**config.mk**
```make
export PLATFORM = sky130hd
export DESIGN_NAME = hsf_top
export DESIGN_NICKNAME = d
export VERILOG_FILES = /design/src/inc/hsf_pkg.sv /design/src/hw/hsf_drv_mux.sv /design/src/hw/hsf_ol_bank.sv /design/src/hw/hsf_top.sv
export SDC_FILE = /design/constraint.sdc
export NUM_CORES = 1
export LEC_CHECK = 0
export BUFFER_PORTS_ARGS = -buffer_cell sky130_fd_sc_hd__buf_2
export CELL_PAD_IN_SITES_DETAIL_PLACEMENT = 2
export CELL_PAD_IN_SITES_GLOBAL_PLACEMENT = 2
export CORE_UTILIZATION = 28
export DETAILED_ROUTE_END_ITERATION = 16
export PLACE_DENSITY = 0.85
export SYNTH_ARGS = -nofsm -noshare
export SYNTH_HDL_FRONTEND = slang
export SYNTH_SLANG_ARGS = --single-unit
```
**constraint.sdc**
```tcl
create_clock -name mclk_in -period 1.9 [get_ports mclk_in]
set_clock_uncertainty 0.15 [all_clocks]
set_input_delay 0.285 -clock mclk_in [delete_from_list [all_inputs] [get_ports mclk_in]]
set_output_delay 0.285 -clock mclk_in [all_outputs]
set_load 0.005 [all_outputs]
```
**src/inc/hsf_pkg.sv**
```systemverilog
// Register map, field layout, reset values and source codes of the driver source block
package hsf_pkg;

  // Byte offsets on the register bus
  localparam logic [4:0] OFF_OL_FLAGS  = 5'h00;
  localparam logic [4:0] OFF_SRC_SEL   = 5'h04;
  localparam logic [4:0] OFF_DRV_CTRL  = 5'h08;
  localparam logic [4:0] OFF_SENSE_CFG = 5'h0C;
  localparam logic [4:0] OFF_IRQ_STAT  = 5'h10;
  localparam logic [4:0] OFF_IRQ_EN    = 5'h14;

  // Field positions
  localparam int N_OL        = 4;
  localparam int N_DRV       = 4;
  localparam int SRC_W       = 4;
  localparam int SENSE_W     = 2;
  localparam int OL_FLAG_LSB = 0;
  localparam int OL_MASK_LSB = 5;

  // Reset values
  localparam logic [3:0]  RST_OL_FLAGS = 4'h0;
  localparam logic [3:0]  RST_OL_MASK  = 4'h0;
  localparam logic [15:0] RST_SRC_SEL  = 16'h0000;
  localparam logic [3:0]  RST_DRV_EN   = 4'h0;
  localparam logic [7:0]  RST_SENSE    = 8'h00;
  localparam logic [3:0]  RST_IRQ      = 4'h0;

  // Driver source codes
  localparam logic [3:0] SRC_REG    = 4'h0;
  localparam logic [3:0] SRC_HV_IO_ONE  = 4'h1;
  localparam logic [3:0] SRC_HV_IO_TWO  = 4'h2;
  localparam logic [3:0] SRC_WAKE_INPUT_ONE  = 4'h3;
  localparam logic [3:0] SRC_WAKE_INPUT_TWO  = 4'h4;
  localparam logic [3:0] SRC_LV3    = 4'h5;
  localparam logic [3:0] SRC_LV4    = 4'h6;
  localparam logic [3:0] SRC_LV5    = 4'h7;
  localparam logic [3:0] SRC_TIMER_ONE = 4'h8;
  localparam logic [3:0] SRC_TIMER_TWO = 4'h9;
  localparam logic [3:0] SRC_TIMER_THREE = 4'hA;
  localparam logic [3:0] SRC_PULSE1 = 4'hB;
  localparam logic [3:0] SRC_PULSE2 = 4'hC;
  localparam logic [3:0] SRC_PULSE3 = 4'hD;

endpackage

```
**src/hw/hsf_drv_mux.sv**
```systemverilog
// Source selector of one high-side driver
`timescale 1ns/1ps
module hsf_drv_mux (
  input  wire logic [3:0] sel_in,
  input  wire logic       reg_on_in,
  input  wire logic [6:0] pin_in,
  input  wire logic [2:0] timer_in,
  input  wire logic [2:0] pulse_in,
  output logic            on_out
);

  always_comb begin
    case (sel_in)
      hsf_pkg::SRC_REG:    on_out = reg_on_in;
      hsf_pkg::SRC_HV_IO_ONE:  on_out = pin_in[0];
      hsf_pkg::SRC_HV_IO_TWO:  on_out = pin_in[1];
      hsf_pkg::SRC_WAKE_INPUT_ONE:  on_out = pin_in[2];
      hsf_pkg::SRC_WAKE_INPUT_TWO:  on_out = pin_in[3];
      hsf_pkg::SRC_LV3:    on_out = pin_in[4];
      hsf_pkg::SRC_LV4:    on_out = pin_in[5];
      hsf_pkg::SRC_LV5:    on_out = pin_in[6];
      hsf_pkg::SRC_TIMER_ONE: on_out = timer_in[0];
      hsf_pkg::SRC_TIMER_TWO: on_out = timer_in[1];
      hsf_pkg::SRC_TIMER_THREE: on_out = timer_in[2];
      hsf_pkg::SRC_PULSE1: on_out = pulse_in[0];
      hsf_pkg::SRC_PULSE2: on_out = pulse_in[1];
      hsf_pkg::SRC_PULSE3: on_out = pulse_in[2];
      default:             on_out = 1'b0;
    endcase
  end

endmodule

```
**src/hw/hsf_ol_bank.sv**
```systemverilog
// Open-load flags and their interrupt inhibit masks
`timescale 1ns/1ps
module hsf_ol_bank #(
  parameter int N = 4
) (
  input  wire logic          mclk_in,
  input  wire logic          rst_n_in,
  input  wire logic [N-1:0]  event_in,
  input  wire logic          wr_in,
  input  wire logic [15:0]   wdata_in,
  output logic      [N-1:0]  flags_out,
  output logic      [N-1:0]  mask_out
);

  typedef struct packed {
    logic [N-1:0] flags;
    logic [N-1:0] mask;
  } hsf_ol_st_t;

  hsf_ol_st_t st_reg;
  hsf_ol_st_t st_next;

  if (N != hsf_pkg::N_OL) begin : g_chk
    $error("hsf_ol_bank serves exactly four sources");
  end

  always_comb begin
    st_next = st_reg;
    for (int i = 0; i < N; i++) begin
      if (wr_in && wdata_in[hsf_pkg::OL_FLAG_LSB + i]) begin
        st_next.flags[i] = 1'b0;
      end
      if (event_in[i]) begin
        st_next.flags[i] = 1'b1;
      end
      if (wr_in) begin
        st_next.mask[i] = wdata_in[hsf_pkg::OL_MASK_LSB + i];
      end
    end
  end

  always_ff @(posedge mclk_in) begin
    if (!rst_n_in) begin
      st_reg.flags <= hsf_pkg::RST_OL_FLAGS;
      st_reg.mask  <= hsf_pkg::RST_OL_MASK;
    end else begin
      st_reg <= st_next;
    end
  end

  assign flags_out = st_reg.flags;
  assign mask_out  = st_reg.mask;

endmodule

```
**src/hw/hsf_top.sv**
```systemverilog
// Open-load flag bank and high-side driver source selection with Avalon-MM slave
//
// Behaviour
// - Open-load event sets sticky flag, bits 0-3
// - Writing one clears an open-load flag
// - Open-load flags read zero after reset
// - Inhibit mask bits 5-8 suppress open-load flag interrupts
// - Inhibit masks reset to zero
// - Four-bit selector per driver; zero means register
// - Codes 1-4 select high-voltage and wake pins
// - Codes 5-7 select low-voltage pins
// - Codes 8-10 select the three timers
// - Codes 11-13 select the three pulse generators
// - Selector clears on reset and driver fault
// - Two-bit selector pairs sensed input with driver
// - Driver enable clears on reset and fault
`timescale 1ns/1ps
module hsf_top #(
  parameter int N_DRV = 4
) (
  input  wire logic        mclk_in,
  input  wire logic        rst_n_in,
  input  wire logic        avs_read_in,
  input  wire logic        avs_write_in,
  input  wire logic [4:0]  avs_address_in,
  input  wire logic [31:0] avs_writedata_in,
  output logic      [31:0] avs_readdata_out,
  output logic             avs_waitrequest_out,
  input  wire logic [3:0]  openload_event_in,
  input  wire logic [3:0]  driver_fault_in,
  input  wire logic        hv_io_one_in,
  input  wire logic        hv_io_two_in,
  input  wire logic        wake_input_one_in,
  input  wire logic        wake_input_two_in,
  input  wire logic        lv_pin_three_in,
  input  wire logic        lv_pin_four_in,
  input  wire logic        lv_input_five_in,
  input  wire logic [2:0]  timer_in,
  input  wire logic [2:0]  pulse_gen_in,
  output logic      [3:0]  driver_on_out,
  output logic      [7:0]  sense_driver_sel_out,
  output logic             irq_out
);

  typedef struct packed {
    logic        bus_wait;
    logic [31:0] rdata;
    logic [15:0] src_sel;
    logic [3:0]  drv_en;
    logic [7:0]  sense;
    logic [3:0]  irq_stat;
    logic [3:0]  irq_en;
    logic [3:0]  drv_on;
    logic        irq;
  } hsf_top_st_t;

  hsf_top_st_t st_reg;
  hsf_top_st_t st_next;

  logic [4:0]  addr_word;
  logic        rd_first;
  logic        rd_go;
  logic        wr_go;
  logic [31:0] rd_mux;
  logic [3:0]  ol_flags;
  logic [3:0]  ol_mask;
  logic [3:0]  mux_on;
  logic [6:0]  pins;
  logic [15:0] fault_nib;

  if (N_DRV != hsf_pkg::N_DRV) begin : g_chk
    $error("hsf_top serves exactly four drivers");
  end

  assign addr_word = {avs_address_in[4:2], 2'b00};
  assign rd_first  = avs_read_in && st_reg.bus_wait;
  assign rd_go     = avs_read_in && !st_reg.bus_wait;
  assign wr_go     = avs_write_in && !st_reg.bus_wait;
  assign pins      = {lv_input_five_in, lv_pin_four_in, lv_pin_three_in,
                      wake_input_two_in, wake_input_one_in, hv_io_two_in, hv_io_one_in};

  hsf_ol_bank #(
    .N (hsf_pkg::N_OL)
  ) u_ol (
    .mclk_in   (mclk_in),
    .rst_n_in  (rst_n_in),
    .event_in  (openload_event_in),
    .wr_in     (wr_go && (addr_word == hsf_pkg::OFF_OL_FLAGS)),
    .wdata_in  (avs_writedata_in[15:0]),
    .flags_out (ol_flags),
    .mask_out  (ol_mask)
  );

  for (genvar g = 0; g < N_DRV; g++) begin : g_drv
    assign fault_nib[4*g +: 4] = {4{driver_fault_in[g]}};
    hsf_drv_mux u_mux (
      .sel_in    (st_reg.src_sel[4*g +: 4]),
      .reg_on_in (st_reg.drv_en[g]),
      .pin_in    (pins),
      .timer_in  (timer_in),
      .pulse_in  (pulse_gen_in),
      .on_out    (mux_on[g])
    );
  end

  always_comb begin
    case (addr_word)
      hsf_pkg::OFF_OL_FLAGS:  rd_mux = {23'h0, ol_mask, 1'b0, ol_flags};
      hsf_pkg::OFF_SRC_SEL:   rd_mux = {16'h0000, st_reg.src_sel};
      hsf_pkg::OFF_DRV_CTRL:  rd_mux = {24'h000000, 1'b0, st_reg.drv_en[3], 1'b0,
                                        st_reg.drv_en[2], 1'b0, st_reg.drv_en[1],
                                        1'b0, st_reg.drv_en[0]};
      hsf_pkg::OFF_SENSE_CFG: rd_mux = {24'h000000, st_reg.sense};
      hsf_pkg::OFF_IRQ_STAT:  rd_mux = {28'h0000000, st_reg.irq_stat};
      hsf_pkg::OFF_IRQ_EN:    rd_mux = {28'h0000000, st_reg.irq_en};
      default:                rd_mux = 32'h00000000;
    endcase
  end

  always_comb begin
    st_next = st_reg;
    // Wait one cycle, then complete the access
    st_next.bus_wait = !((avs_read_in || avs_write_in) && st_reg.bus_wait);
    if (rd_first) begin
      st_next.rdata = rd_mux;
    end
    if (wr_go) begin
      case (addr_word)
        hsf_pkg::OFF_SRC_SEL: begin
          st_next.src_sel = avs_writedata_in[15:0];
        end
        hsf_pkg::OFF_DRV_CTRL: begin
          for (int i = 0; i < N_DRV; i++) begin
            if (avs_writedata_in[2*i]) begin
              st_next.drv_en[i] = 1'b1;
            end
            if (avs_writedata_in[2*i+1]) begin
              st_next.drv_en[i] = 1'b0;
            end
          end
        end
        hsf_pkg::OFF_SENSE_CFG: begin
          st_next.sense = avs_writedata_in[7:0];
        end
        hsf_pkg::OFF_IRQ_EN: begin
          st_next.irq_en = avs_writedata_in[3:0];
        end
        default: begin
          st_next.src_sel = st_reg.src_sel;
        end
      endcase
    end
    // Read clears only the bits that were returned
    if (rd_go && (addr_word == hsf_pkg::OFF_IRQ_STAT)) begin
      st_next.irq_stat = st_reg.irq_stat & ~st_reg.rdata[3:0];
    end
    st_next.irq_stat = st_next.irq_stat | openload_event_in;
    for (int i = 0; i < N_DRV; i++) begin
      if (driver_fault_in[i]) begin
        st_next.src_sel[4*i +: 4] = hsf_pkg::SRC_REG;
        st_next.drv_en[i] = 1'b0;
      end
    end
    st_next.drv_on = mux_on & ~driver_fault_in;
    st_next.irq = (|(ol_flags & ~ol_mask)) || (|(st_reg.irq_stat & st_reg.irq_en));
  end

  always_ff @(posedge mclk_in) begin
    if (!rst_n_in) begin
      st_reg.bus_wait <= 1'b1;
      st_reg.rdata    <= 32'h00000000;
      st_reg.src_sel  <= hsf_pkg::RST_SRC_SEL;
      st_reg.drv_en   <= hsf_pkg::RST_DRV_EN;
      st_reg.sense    <= hsf_pkg::RST_SENSE;
      st_reg.irq_stat <= hsf_pkg::RST_IRQ;
      st_reg.irq_en   <= hsf_pkg::RST_IRQ;
      st_reg.drv_on   <= 4'h0;
      st_reg.irq      <= 1'b0;
    end else begin
      st_reg <= st_next;
    end
  end

  assign avs_readdata_out     = st_reg.rdata;
  assign avs_waitrequest_out  = st_reg.bus_wait;
  assign driver_on_out        = st_reg.drv_on;
  assign sense_driver_sel_out = st_reg.sense;
  assign irq_out              = st_reg.irq;
endmodule

```
# ---- After elaboration in Yosys (flattened, before gate mapping)
# Index checks and enable logic that the tools add are counted.
# W data, S select, Z words.
dict set report totals {
  input_bits 62
  output_inout_bits 46
  word_cells 148
  ff_bits 82
}
dict set report op_classes {
  n_reduce_logical 40
  bitwise_logic 9
  mux 22
  n_eq_ne 57
}
# cell n
set ops {}
lappend ops {{$eq A4 B4 Y1 const B} 24}
lappend ops {{$pmux W16 S6} 1}
lappend ops {{$eq A4 B3 Y1 const B} 16}
lappend ops {{$pmux W1 S14} 4}
lappend ops {{$eq A4 B2 Y1 const B} 8}
lappend ops {{$and A4 B4 Y4} 4}
lappend ops {{$eq A4 B1 Y1 const B} 4}
lappend ops {{$logic_not A4 Y1} 4}
lappend ops {{$mux W1} 16}
lappend ops {{$reduce_bool A2 Y1} 8}
lappend ops {{$not A4 Y4} 3}
lappend ops {{$reduce_and A3 Y1} 4}
lappend ops {{$logic_and A1 B1 Y1} 10}
lappend ops {{$reduce_or A2 Y1} 4}
lappend ops {{$reduce_or A4 Y1} 2}
lappend ops {{$eq A3 B2 Y1 const B} 2}
lappend ops {{$eq A3 B3 Y1 const B} 2}
lappend ops {{$reduce_and A2 Y1} 3}
lappend ops {{$logic_not A5 Y1} 1}
lappend ops {{$mux W4} 1}
lappend ops {{$or A4 B4 Y4} 1}
lappend ops {{$eq A3 B1 Y1 const B} 1}
lappend ops {{$logic_not A1 Y1} 2}
lappend ops {{$logic_or A1 B1 Y1} 2}
lappend ops {{$not A1 Y1} 1}

# ---- Depth between registers and ports, before layout
# Gate-level depths: netlist (run 1).
dict set report logic_depth {
  ltp_word 6
  mapped_depth 6
  ltp_nobuf 4
}

# ---- Hierarchy
# A second synthesis (run 1) with hierarchy kept.
dict set report unflattened {
  hier_cells 379
  area_unflattened_um2 3569.7
}
# mod n_inst seq_area_each_um2 area_each_um2 cells_per_inst
set by_module_without_submodules {}
lappend by_module_without_submodules {hsf_top 1 1161.1 2767.7 314}
lappend by_module_without_submodules {hsf_drv_mux 4 0.0 126.4 9}
lappend by_module_without_submodules {hsf_ol_bank 1 160.2 296.5 29}

# ---- Worst setup path before layout (run 1)
# OpenSTA, ideal clock, no wires.
dict set report synth_path {
  path_type {input port to flip-flop}
  start {in avs_address_in[4]}
  end {reg st_reg, in the netlist sense_driver_sel_out[0]}
  slack_ns 0.168
  cell_stages 5
  t_arrival_ns 1.454
  t_required_ns 1.622
  n_path_buf 1
  setup_ns 0.128
  path_cell_list {buf_6 > or3b_4 > nor3_4 > mux2i_1 > nor2_1}
}
dict set report synth_via {
  elab_chain_cells 2
}
# item line
set synth_lines {}
lappend synth_lines {{start, declared} hsf_top.sv:25} ;# input wire logic [4:0] avs_address_in,
lappend synth_lines {{$eq A3 B2 Y1} hsf_top.sv:128} ;# case (addr_word)
lappend synth_lines {{$reduce_and A2 Y1 (no line)} --}
lappend synth_lines {{end signal, assigned} hsf_top.sv:180} ;# st_reg <= st_next;
lappend synth_lines {{end, declared} hsf_top.sv:57} ;# hsf_top_st_t st_reg;
# Every way passes these cells.
# A chain may end at the register's enable or synchronous reset.

# ---- Final worst setup path (run 1)
dict set report layout_path {
  start {reg st_reg, in the netlist avs_waitrequest_out}
  end {reg st_reg[23] (netlist name)}
}
dict set report layout_via {
  elab_chain_cells 3
}
# item line
set layout_lines {}
lappend layout_lines {{$logic_not A1 Y1} hsf_top.sv:78} ;# assign wr_go = avs_write_in && !st_reg.bus_wait;
lappend layout_lines {{$logic_and A1 B1 Y1} hsf_top.sv:78}
lappend layout_lines {{$reduce_and A3 Y1 (no line)} --}
# Every way passes these cells.

==> flow_summary_export.csv, run 1 <==
group,metric,value,unit
clock_network,post_cts_resized,0,
setup_path,critPathLaunchType,"register",
routing,met3_length,639,um
timing,min_period,1.79,ns
routing,wirelength,12500,um
clock_network,ctsHoldBuffers,0,
routing,antenna_left,0,
timing,setup_viol,0,
logic_synthesis,syn_inst,379,
placement,globalplace.congestion,0.869,
floorplanning,start_util,28.8,%
clock_network,postCtsSetupBuffers,0,
worst_hold_path,hold-path-cell-count,2,
finish,multi_input_area,1750,um2
logic_synthesis,ys_seq_area_share,38.2,%
setup_path,cp.arrival,1.87,ns
routing,vias,3106,
setup_path,critPathMaxFanout,8,
floorplanning,design.die.area,12800,um2
logic_synthesis,synth_top_area_share,38.2,%
routing,via_per_inst,5.28,
power_and_ir_drop,p_per_area,834,nW/um2
timing,rsz0062_at_grt,"false",
grt,grt_antenna_before_repair,0,
floorplanning,ioPinCount,108,
clock_network,clkTransAtPathRegs,0.06,ns
routing,wl_per_cell,21.2,um
placement,dp_hpwl,8740,um
clock_network,cts_sinks,66,
clock_network,cts_root_buf,"clkbuf_16",
finish,syn2layout_area_growth,19.2,%
clock_network,clk_path_buf_depth,2,
logic_synthesis,ys.flop_type,"dfxtp_1",
finish,fill_cells,1332,
grt,grt_pass1_vias,3494,
setup_path,path_class,"register to register",
finish,final_area,4120,um2
logic_synthesis,synth_edf_count,0,
worst_hold_path,worstHoldPathType,"input pin to register",
timing,whs,0.0283,ns
finish,largest_reg_flops,28,
routing,met1_length,5160,um
routing,drtIter0Drc,203,
placement,port_buffers,73,
finish,seq_area,1320,um2
routing,met2_length,6280,um
grt,grtUsageTotal,20.5,%
timing,finalHoldViolCount,0,
power_and_ir_drop,vdd_drop_max,405,uV
logic_synthesis,synth.distinct_cells,41,
placement,place_area,3820,um2
grt,grt.overflow.total,0,
power_and_ir_drop,fin_total_pwr,0.00344,W
logic_synthesis,ys_warn_count,0,
logic_synthesis,synth_area,3460,um2
logic_synthesis,synthTopCellsByArea,"dfxtp_1 38%, buf_4 9.5%, mux2i_1 8.1%, mux4_2 7.8%, a21oi_1 4.9%",
clock_network,cts_tree,"built",
timing,fmax,0.560,GHz
clock_network,htree_levels,3,
setup_path,worstPathRequired,1.99,ns
floorplanning,die_y,113,um
finish,antenna_cells,0,
setup_path,r2r_cells,4,
setup_path,cp-end-kind,"register",
logic_synthesis,ys_seq_elements,66,
finish,final_net_count,498,
logic_synthesis,yosysTopAreaCell,"dfxtp_1",
clock_network,insertion_delay,0.33,ns
timing,setup_tns,0,ns
clock_network,numCtsBuffers,9,
timing,finalCritPeriodShare,94.1,%
grt,grt_start_max_net_pins,21,
logic_synthesis,async_flop_share,0,%
floorplanning,core.rowCount,40,
floorplanning,core_area,12000,um2
grt,grt_pass1_wl,19500,um
floorplanning,die_width,113,um
timing,slew_viol_final,0,
finish,drive_above_1_share,29.0,%
status,status,"completed",
flow_run,drv_cap,0,
routing,dr.pass1.iters,6,
logic_synthesis,syn_avg_cell_area,9.13,um2
setup_path,rrSetupSlack,0.11,ns
routing,top_layer_used,"met4",
power_and_ir_drop,power.leakage,1.63,nW
routing,drc_errors,0,
-- metal layers --
metal | global-route usage, % | up-vias
li1 | - | 1410
met1 | 24.1 | 1551
met2 | 35.1 | 113
met3 | 3.70 | 32
met4 | 11.4 | 0
met5 | 0 | -
-- cell families after synthesis --
family	Yosys count	share of synthesized area (%)
AOI/OAI and AO/OA	91	17.3
buffers and inverters	72	12.9
DFF	66	38.2
muxes	42	16.6
other	1	0.108
and+or+nand+nor	107	15.0
-- cells in the mapped netlist (all sizes together) (2+ instances only) --
| master | number |
|---|---|
| inv | 10 |
| a221oi | 2 |
| buf | 49 |
| a211oi | 5 |
| o21ai | 4 |
| clkbuf | 13 |
| a21boi | 8 |
| nor2b | 4 |
| mux2 | 2 |
| nand2b | 5 |
| mux2i | 28 |
| a21oi | 34 |
| mux4 | 12 |
| nor2 | 34 |
| nand2 | 37 |
| o31ai | 4 |
| o2bb2ai | 4 |
| a22oi | 16 |
| nor3b | 3 |
| o22ai | 2 |
| nor4 | 4 |
| nand3 | 5 |
| dfxtp | 66 |
| o21a | 8 |
| nor3 | 10 |
-- worst paths after layout --
check | startpoint | endpoint
hold / removal | openload_event_in[0] | st_reg[9]$_SDFF_PN0_
setup / recovery | avs_waitrequest_out$_SDFF_PN1_ | st_reg[23]$_SDFFE_PP0P_
setup reg to reg | avs_waitrequest_out$_SDFF_PN1_ | st_reg[23]$_SDFFE_PP0P_
hold reg to reg | avs_readdata_out[8]$_SDFFE_PN0P_ | avs_readdata_out[8]$_SDFFE_PN0P_
-- critical path, cell delays in order (launching register included) --
cell and delay, ns:
dfxtp_1 0.37, or3b_4 0.45, nor3_4 0.32, a21oi_1 0.13, a211oi_1 0.27
-- stage by stage --
stage / cells / worst slack, ns / util (%)
2_1_floorplan: 394 / 0.168 / -
3_3_place_gp: 572 / 0.147 / 31.8
3_5_place_dp: 572 / 0.119 / 31.8
4_1_cts: 588 / 0.108 / 34.3
5_1_grt: 588 / 0.0204 / 34.3
6_report: 588 / 0.113 / 34.3
-- where the power goes --
part / internal, W / total (W) / switching, W
combinational: 0.000119 / 0.000304 / 0.000184
clock: 0.00105 / 0.00171 / 0.000655
sequential: 0.00141 / 0.00143 / 0.0000216
-- cell type report --
| cell class | instances | share of cell area (%) |
|---|---|---|
| inverter | 10 | 0.910 |
| clock inverter | 6 | 1.61 |
| timing repair buffer | 93 | 12.8 |
| multi-input combinational | 256 | 42.4 |
| tap | 147 | 4.46 |
| clock buffer | 10 | 5.79 |
| sequential | 66 | 32.0 |
-- cells in the final DEF (no fill, tap or decap), drive strengths merged, types with 5 or more instances in the layout --
cell	instances
nand3	5
a21oi	34
mux2i	28
dfxtp	66
a211oi	5
conb	16
mux4	12
nor2	34
a22oi	16
o21a	8
clkbuf	10
nor3	10
buf	93
nand2	37
a21boi	8
inv	10
nand2b	5
Power figures use the tool's default switching activity.
==> run 2: changes to the inputs <==
--- a/config.mk
+++ b/config.mk
@@ -6,11 +6,11 @@
 export NUM_CORES = 1
 export LEC_CHECK = 0
 export BUFFER_PORTS_ARGS = -buffer_cell sky130_fd_sc_hd__buf_2
-export CELL_PAD_IN_SITES_DETAIL_PLACEMENT = 2
+export CELL_PAD_IN_SITES_DETAIL_PLACEMENT = 1
 export CELL_PAD_IN_SITES_GLOBAL_PLACEMENT = 2
-export CORE_UTILIZATION = 28
+export CORE_UTILIZATION = 30
 export DETAILED_ROUTE_END_ITERATION = 16
-export PLACE_DENSITY = 0.85
+export PLACE_DENSITY = 0.9
 export SYNTH_ARGS = -nofsm -noshare
 export SYNTH_HDL_FRONTEND = slang
 export SYNTH_SLANG_ARGS = --single-unit
==> constraint.sdc (replaced) <==
create_clock -name mclk_in -period 1.9 [get_ports mclk_in]
set_clock_uncertainty 0.15 [all_clocks]
set_input_delay 0.19 -clock mclk_in [delete_from_list [all_inputs] [get_ports mclk_in]]
set_output_delay 0.19 -clock mclk_in [all_outputs]
set_load 0.005 [all_outputs]
==> run 2 against run 1 <==
- setup slack improved by 0.022 ns
- power up 1.8%
- first-iteration DRC count shrank 30%
- count of clock-buffer cells in the layout unchanged
- routed wire length is 14% lower
- flip-flop and latch count unchanged
- via count fell by 0.45%
- hold slack worse by 0.016 ns
- die area fell by 6.6%
- sequential share of layout area is 1.5 points lower
- non-clock buffer count rose by 21
- critical endpoint is now st_reg[21]$_SDFFE_PP0P_
- largest cell class unchanged
- highest routed layer unchanged
==> flow_summary_export.csv, run 2 (same netlist as run 1, synthesis figures left out) <==
group,metric,value,unit
placement,placedCellCount,566,
routing,wirelength,10700,um
setup_path,r2r_end,"st_reg[21]$_SDFFE_PP0P_",
setup_path,cp_cell_sequence,"or3b_4 > nor3_4 > buf_6 > a21oi_1 > a211oi_1",
finish,final_area,4330,um2
grt,grt_util_met2,31.0,%
timing,worst_slew_pin_slew,0.597,ns
finish,largest_reg_flops,28,
clock_network,clkTransAtPathRegs,0.06,ns
grt,grt_pass1_vias,3094,
power_and_ir_drop,vdd_drop_max,465,uV
timing,slew_viol_final,0,
power_and_ir_drop,comb_power_share,9.3,%
power_and_ir_drop,seqPwrFrac,40.8,%
worst_hold_path,worstHoldEndpoint,"st_reg[21]$_SDFFE_PP0P_",
status,status,"completed",
setup_path,r2r_cells,5,
setup_path,worstPathRequired,2.00,ns
timing,finalHoldViolCount,0,
placement,dp_slack,0.0219,ns
finish,final_net_count,519,
finish,drive_above_1_share,28.0,%
routing,dr.pass1.iters,4,
clock_network,numCtsBuffers,9,
setup_path,path_class,"register to register",
grt,gr-usage-met1,22.8,%
finish,fin_cells,601,
power_and_ir_drop,power.leakage,1.72,nW
grt,grt_pass1_wl,16700,um
timing,setup_viol,0,
finish,syn2layout_area_growth,25.0,%
timing,finalCritPeriodShare,92.9,%
floorplanning,design.die.area,12000,um2
timing,worst_slack,0.134,ns
grt,grt_start_max_net_pins,20,
clock_network,cts_tree,"built",
clock_network,cts_sinks,66,
setup_path,path_delay_family,"simple AND/OR/NAND/NOR gates",
routing,antenna_left,0,
setup_path,critPathMaxFanout,6,
placement,place_area,3800,um2
finish,final_cell_mix,"72 x buf_2, 66 x dfxtp_1, 37 x nand2_1",
clock_network,insertion_delay,0.34,ns
power_and_ir_drop,sw_frac_of_total,23.1,%
power_and_ir_drop,power_switching,0.000808,W
timing,fmax,0.566,GHz
setup_path,path_depth,5,
flow_run,drv_cap,0,
setup_path,cp_num_buf_inv,1,
worst_hold_path,worstHoldPathType,"input pin to register",
setup_path,critPathLaunchType,"register",
clock_network,cts_root_buf,"clkbuf_16",
setup_path,cp_slowest_stage_delay,0.45,ns
setup_path,cp.arrival,1.87,ns
grt,use_met3,4.98,%
timing,rsz0062_at_grt,"false",
clock_network,htree_levels,3,
placement,globalplace.congestion,0.841,
setup_path,rrSetupSlack,0.13,ns
timing,slew_headroom,60.0,%
timing,setup_tns,0,ns
floorplanning,die_y,109,um
routing,drtIter0Drc,143,
power_and_ir_drop,power.internal,0.00269,W
routing,via_per_inst,5.14,
placement,dp_hpwl,7940,um
setup_path,cp-end-kind,"register",
floorplanning,start_util,31.4,%
floorplanning,die_width,109,um
clock_network,clk_path_buf_depth,2,
worst_hold_path,hold-path-cell-count,2,
routing,vias,3092,
finish,antenna_cells,0,
worst_hold_path,hp-start,"avs_writedata_in[1]",
finish,final_common_cell,"buf_2",
floorplanning,ioPinCount,108,
routing,drc_errors,0,
grt,grtUsageTotal,18.8,%
floorplanning,core.rowCount,38,
routing,wl_per_cell,17.9,um
setup_path,crit_slowest_cell,"or3b_4",
grt,grt.busiest_layer,"met2",
grt,grt_antenna_before_repair,0,
floorplanning,core_area,11000,um2
setup_path,rr_startpoint,"avs_waitrequest_out$_SDFF_PN1_",
grt,grt.overflow.total,0,
placement,port_buffers,73,
power_and_ir_drop,p_per_area,809,nW/um2
power_and_ir_drop,p_clk_share,49.9,%
timing,min_period,1.77,ns
[run 2: per-stage QoR]
| stage | util, % | power [W] | hold WS (ns) |
|---|---|---|---|
| detailed placement | 34.5 | 0.00174 | 0.271 |
| finish | 39.2 | 0.00350 | 0.0119 |
| global placement | 34.5 | 0.00174 | 0.266 |
| CTS | 39.1 | 0.00353 | 0.00210 |
| global route | 39.2 | 0.00362 | 0.00337 |
| floorplan | - | 0.00163 | 0.137 |
[run 2: how the worst max path moves through the flow]
stage	from	slack (ns)	end
after floorplan	avs_waitrequest_out$_SDFF_PN1_	0.24	sense_driver_sel_out[0]$_SDFFE_PN0P_
after CTS	avs_write_in	0.01	sense_driver_sel_out[6]$_SDFFE_PN0P_
after global placement	avs_address_in[3]	0.09	avs_readdata_out[14]$_SDFFE_PN0P_
final	avs_waitrequest_out$_SDFF_PN1_	0.13	st_reg[21]$_SDFFE_PP0P_
after detailed placement	avs_address_in[3]	0.02	avs_readdata_out[12]$_SDFFE_PN0P_
after global routing	avs_waitrequest_out$_SDFF_PN1_	0.07	st_reg[21]$_SDFFE_PP0P_
[run 2: power by group through the flow]
stage                     sequential [W]  combinational [W]  clock (W)
after floorplan                  0.00145           0.000179          0
after global placement           0.00146           0.000280          0
after detailed placement         0.00146           0.000287          0
after CTS                        0.00143           0.000321    0.00178
after global routing             0.00143           0.000352    0.00184
final                            0.00143           0.000325    0.00175
[run 2: what timing repair did]
item,4_1_cts,5_1_grt
endpoints found under the setup margin,1,15
hold buffers,19,0
resized for setup,1,2
buffers inserted,0,2
gates cloned,0,0
hold endpoints to repair,24,0
pin swaps,0,1
[run 2: cell type report]
type / count / area, um2
fillers: 1308 / 6710
flip-flops and latches: 66 / 1320
multi-input cells: 256 / 1750
repair buffers: 114 / 729
well taps: 140 / 175
inverters: 10 / 37.5
clock buffers: 10 / 229
clock inverters: 5 / 80.1
[run 2: routing by layer]
metal	wire length, um	vias to the layer above
li1	-	1455
met1	4620	1517
met2	5260	100
met3	553	20
met4	294	0
met5	0	-
==> run 3: changes to the inputs <==
--- a/config.mk
+++ b/config.mk
@@ -11,6 +11,8 @@
 export CORE_UTILIZATION = 30
 export DETAILED_ROUTE_END_ITERATION = 16
 export PLACE_DENSITY = 0.9
+export RECOVER_POWER = 50
+export SETUP_SLACK_MARGIN = 0.2
 export SYNTH_ARGS = -nofsm -noshare
 export SYNTH_HDL_FRONTEND = slang
 export SYNTH_SLANG_ARGS = --single-unit
==> run 3 against run 2 <==
- sequential power hardly changed
- critical path type unchanged
- critical endpoint is now sense_driver_sel_out[6]$_SDFFE_PN0P_
- hold slack worse by 0.0036 ns
- largest cell class unchanged
- largest power group unchanged
- combinational power is 2% higher
- count of clock-buffer cells in the layout stayed put
- setup slack worse by 0.015 ns
==> flow_summary_export.csv, run 3 (same netlist as run 1, synthesis figures left out) <==
group,metric,value,unit
routing,drc_errors,0,
timing,min_period,1.78,ns
finish,largest_reg_flops,28,
placement,globalplace.congestion,0.841,
grt,grtUsageTotal,18.8,%
finish,multi_input_area,1770,um2
clock_network,clkTransAtPathRegs,0.06,ns
finish,seq_area,1320,um2
setup_path,critPathLaunchType,"register",
timing,slew_viol_final,0,
routing,dr.pass1.iters,4,
status,status,"completed",
routing,wirelength,10800,um
timing,finalHoldViolCount,0,
power_and_ir_drop,p_per_area,808,nW/um2
finish,antenna_cells,0,
setup_path,rr_startpoint,"avs_waitrequest_out$_SDFF_PN1_",
setup_path,r2r_cells,5,
finish,syn2layout_area_growth,25.6,%
routing,antenna_left,0,
grt,grt_pass1_wl,16700,um
finish,final_net_count,522,
placement,dp_hpwl,7940,um
floorplanning,start_util,31.4,%
power_and_ir_drop,vdd_drop_max,467,uV
routing,drtIter0Drc,146,
setup_path,r2r_end,"sense_driver_sel_out[6]$_SDFFE_PN0P_",
setup_path,crit_start,"avs_waitrequest_out$_SDFF_PN1_",
floorplanning,die_width,109,um
grt,grt_antenna_before_repair,0,
timing,setup_viol,0,
worst_hold_path,worstHoldPathType,"input pin to register",
routing,via_per_inst,5.18,
setup_path,worstPathRequired,1.97,ns
clock_network,cts_tree,"built",
clock_network,htree_levels,3,
setup_path,cp.arrival,1.85,ns
setup_path,cp-end-kind,"register",
timing,slew_headroom,59.1,%
power_and_ir_drop,power.leakage,1.65,nW
clock_network,insertion_delay,0.34,ns
grt,grt_pass1_vias,3105,
flow_run,drv_cap,0,
setup_path,critPathCapture,"sense_driver_sel_out[6]$_SDFFE_PN0P_",
finish,final_cell_mix,"65 x dfxtp_1, 54 x buf_2, 37 x nand2_1",
routing,vias,3130,
placement,dp_slack,0.0219,ns
setup_path,rrSetupSlack,0.12,ns
floorplanning,core_area,11000,um2
clock_network,clk_path_buf_depth,2,
finish,drive_above_1_share,25.2,%
setup_path,path_class,"register to register",
floorplanning,design.die.area,12000,um2
clock_network,cts_root_buf,"clkbuf_16",
clock_network,numCtsBuffers,9,
timing,worst_slack,0.119,ns
setup_path,critPathMaxFanout,4,
finish,final_common_cell,"dfxtp_1",
placement,port_buffers,73,
floorplanning,ioPinCount,108,
timing,setup_tns,0,ns
floorplanning,die_y,109,um
timing,worst_slew_pin_slew,0.610,ns
timing,fmax,0.561,GHz
grt,grt_start_max_net_pins,20,
finish,fill_cells,1310,
floorplanning,core.rowCount,38,
grt,grt.overflow.total,0,
timing,finalCritPeriodShare,93.7,%
timing,rsz0062_at_grt,"true",
clock_network,cts_sinks,66,
routing,wl_per_cell,17.9,um
run 3: cell types whose count changed in the layout (fill, tap and decap cells not counted), sizes merged:
cell and change:
dlygate4sd3 +1, buf -18, clkbuf +21, dlymetal6s4s -1
run 3: stage by stage:
step / std cells / util (%) / total power, W / hold slack [ns] / instance area, um2
6_report: 604 / 39.4 / 0.00351 / 0.00833 / 4340
4_1_cts: 600 / 39.1 / 0.00353 / 0.00210 / 4320
5_1_grt: 604 / 39.4 / 0.00363 / -0.000885 / 4340
2_1_floorplan: 394 / - / 0.00163 / 0.137 / 3520
3_3_place_gp: 566 / 34.5 / 0.00174 / 0.266 / 3800
3_5_place_dp: 566 / 34.5 / 0.00174 / 0.271 / 3800
run 3: layout make-up:
cell class / count / share of cell area [%]
multi-input cells: 256 / 40.8
well taps: 140 / 4.03
repair buffers: 117 / 16.8
clock buffers: 10 / 5.27
inverters: 10 / 0.864
clock inverters: 5 / 1.84
flip-flops and latches: 66 / 30.4
run 3: repair_timing:
action | in CTS | in global routing
pin swaps | 0 | 9
hold buffers | 19 | 0
resized for setup | 4 | 7
hold endpoints to repair | 24 | 0
setup endpoints to repair | 16 | 20
setup buffers | 0 | 4
run 3: how the worst min path moves through the flow:
| stage | startpoint | endpoint | slack, ns | depth (start not counted) |
|---|---|---|---|---|
| finish | avs_writedata_in[1] | st_reg[21]$_SDFFE_PP0P_ | 0.008 | 2 |
| global route | avs_writedata_in[1] | st_reg[21]$_SDFFE_PP0P_ | -0.0009 | 2 |
| CTS | avs_writedata_in[6] | st_reg[31]$_SDFFE_PP0P_ | 0.002 | 3 |
| detailed placement | openload_event_in[2] | st_reg[11]$_SDFF_PN0_ | 0.27 | 2 |
| global placement | openload_event_in[2] | st_reg[11]$_SDFF_PN0_ | 0.27 | 2 |
| floorplan | avs_writedata_in[1] | st_reg[21]$_SDFFE_PP0P_ | 0.14 | 1 |
run 3: power breakdown:
group / internal, W / switching [W]
combinational: 0.000149 / 0.000183
sequential: 0.00141 / 0.0000198
clock: 0.00114 / 0.000615
total: 0.00269 / 0.000817
run 3: worst max-delay path: stages, from the launching register on:
cell and delay [ns]:
dfxtp_1 0.34, or3b_4 0.47, nor3_4 0.26, buf_6 0.17, mux2i_1 0.21, nor2_1 0.06
run 3: per-layer routing:
metal,track usage [%],share of wire (%),vias to the layer above
met4,8.95,2.8,0
met1,22.8,42,1539
li1,-,-,1462
met2,31.0,49,103
met5,0,0,-
met3,5.04,5.8,26
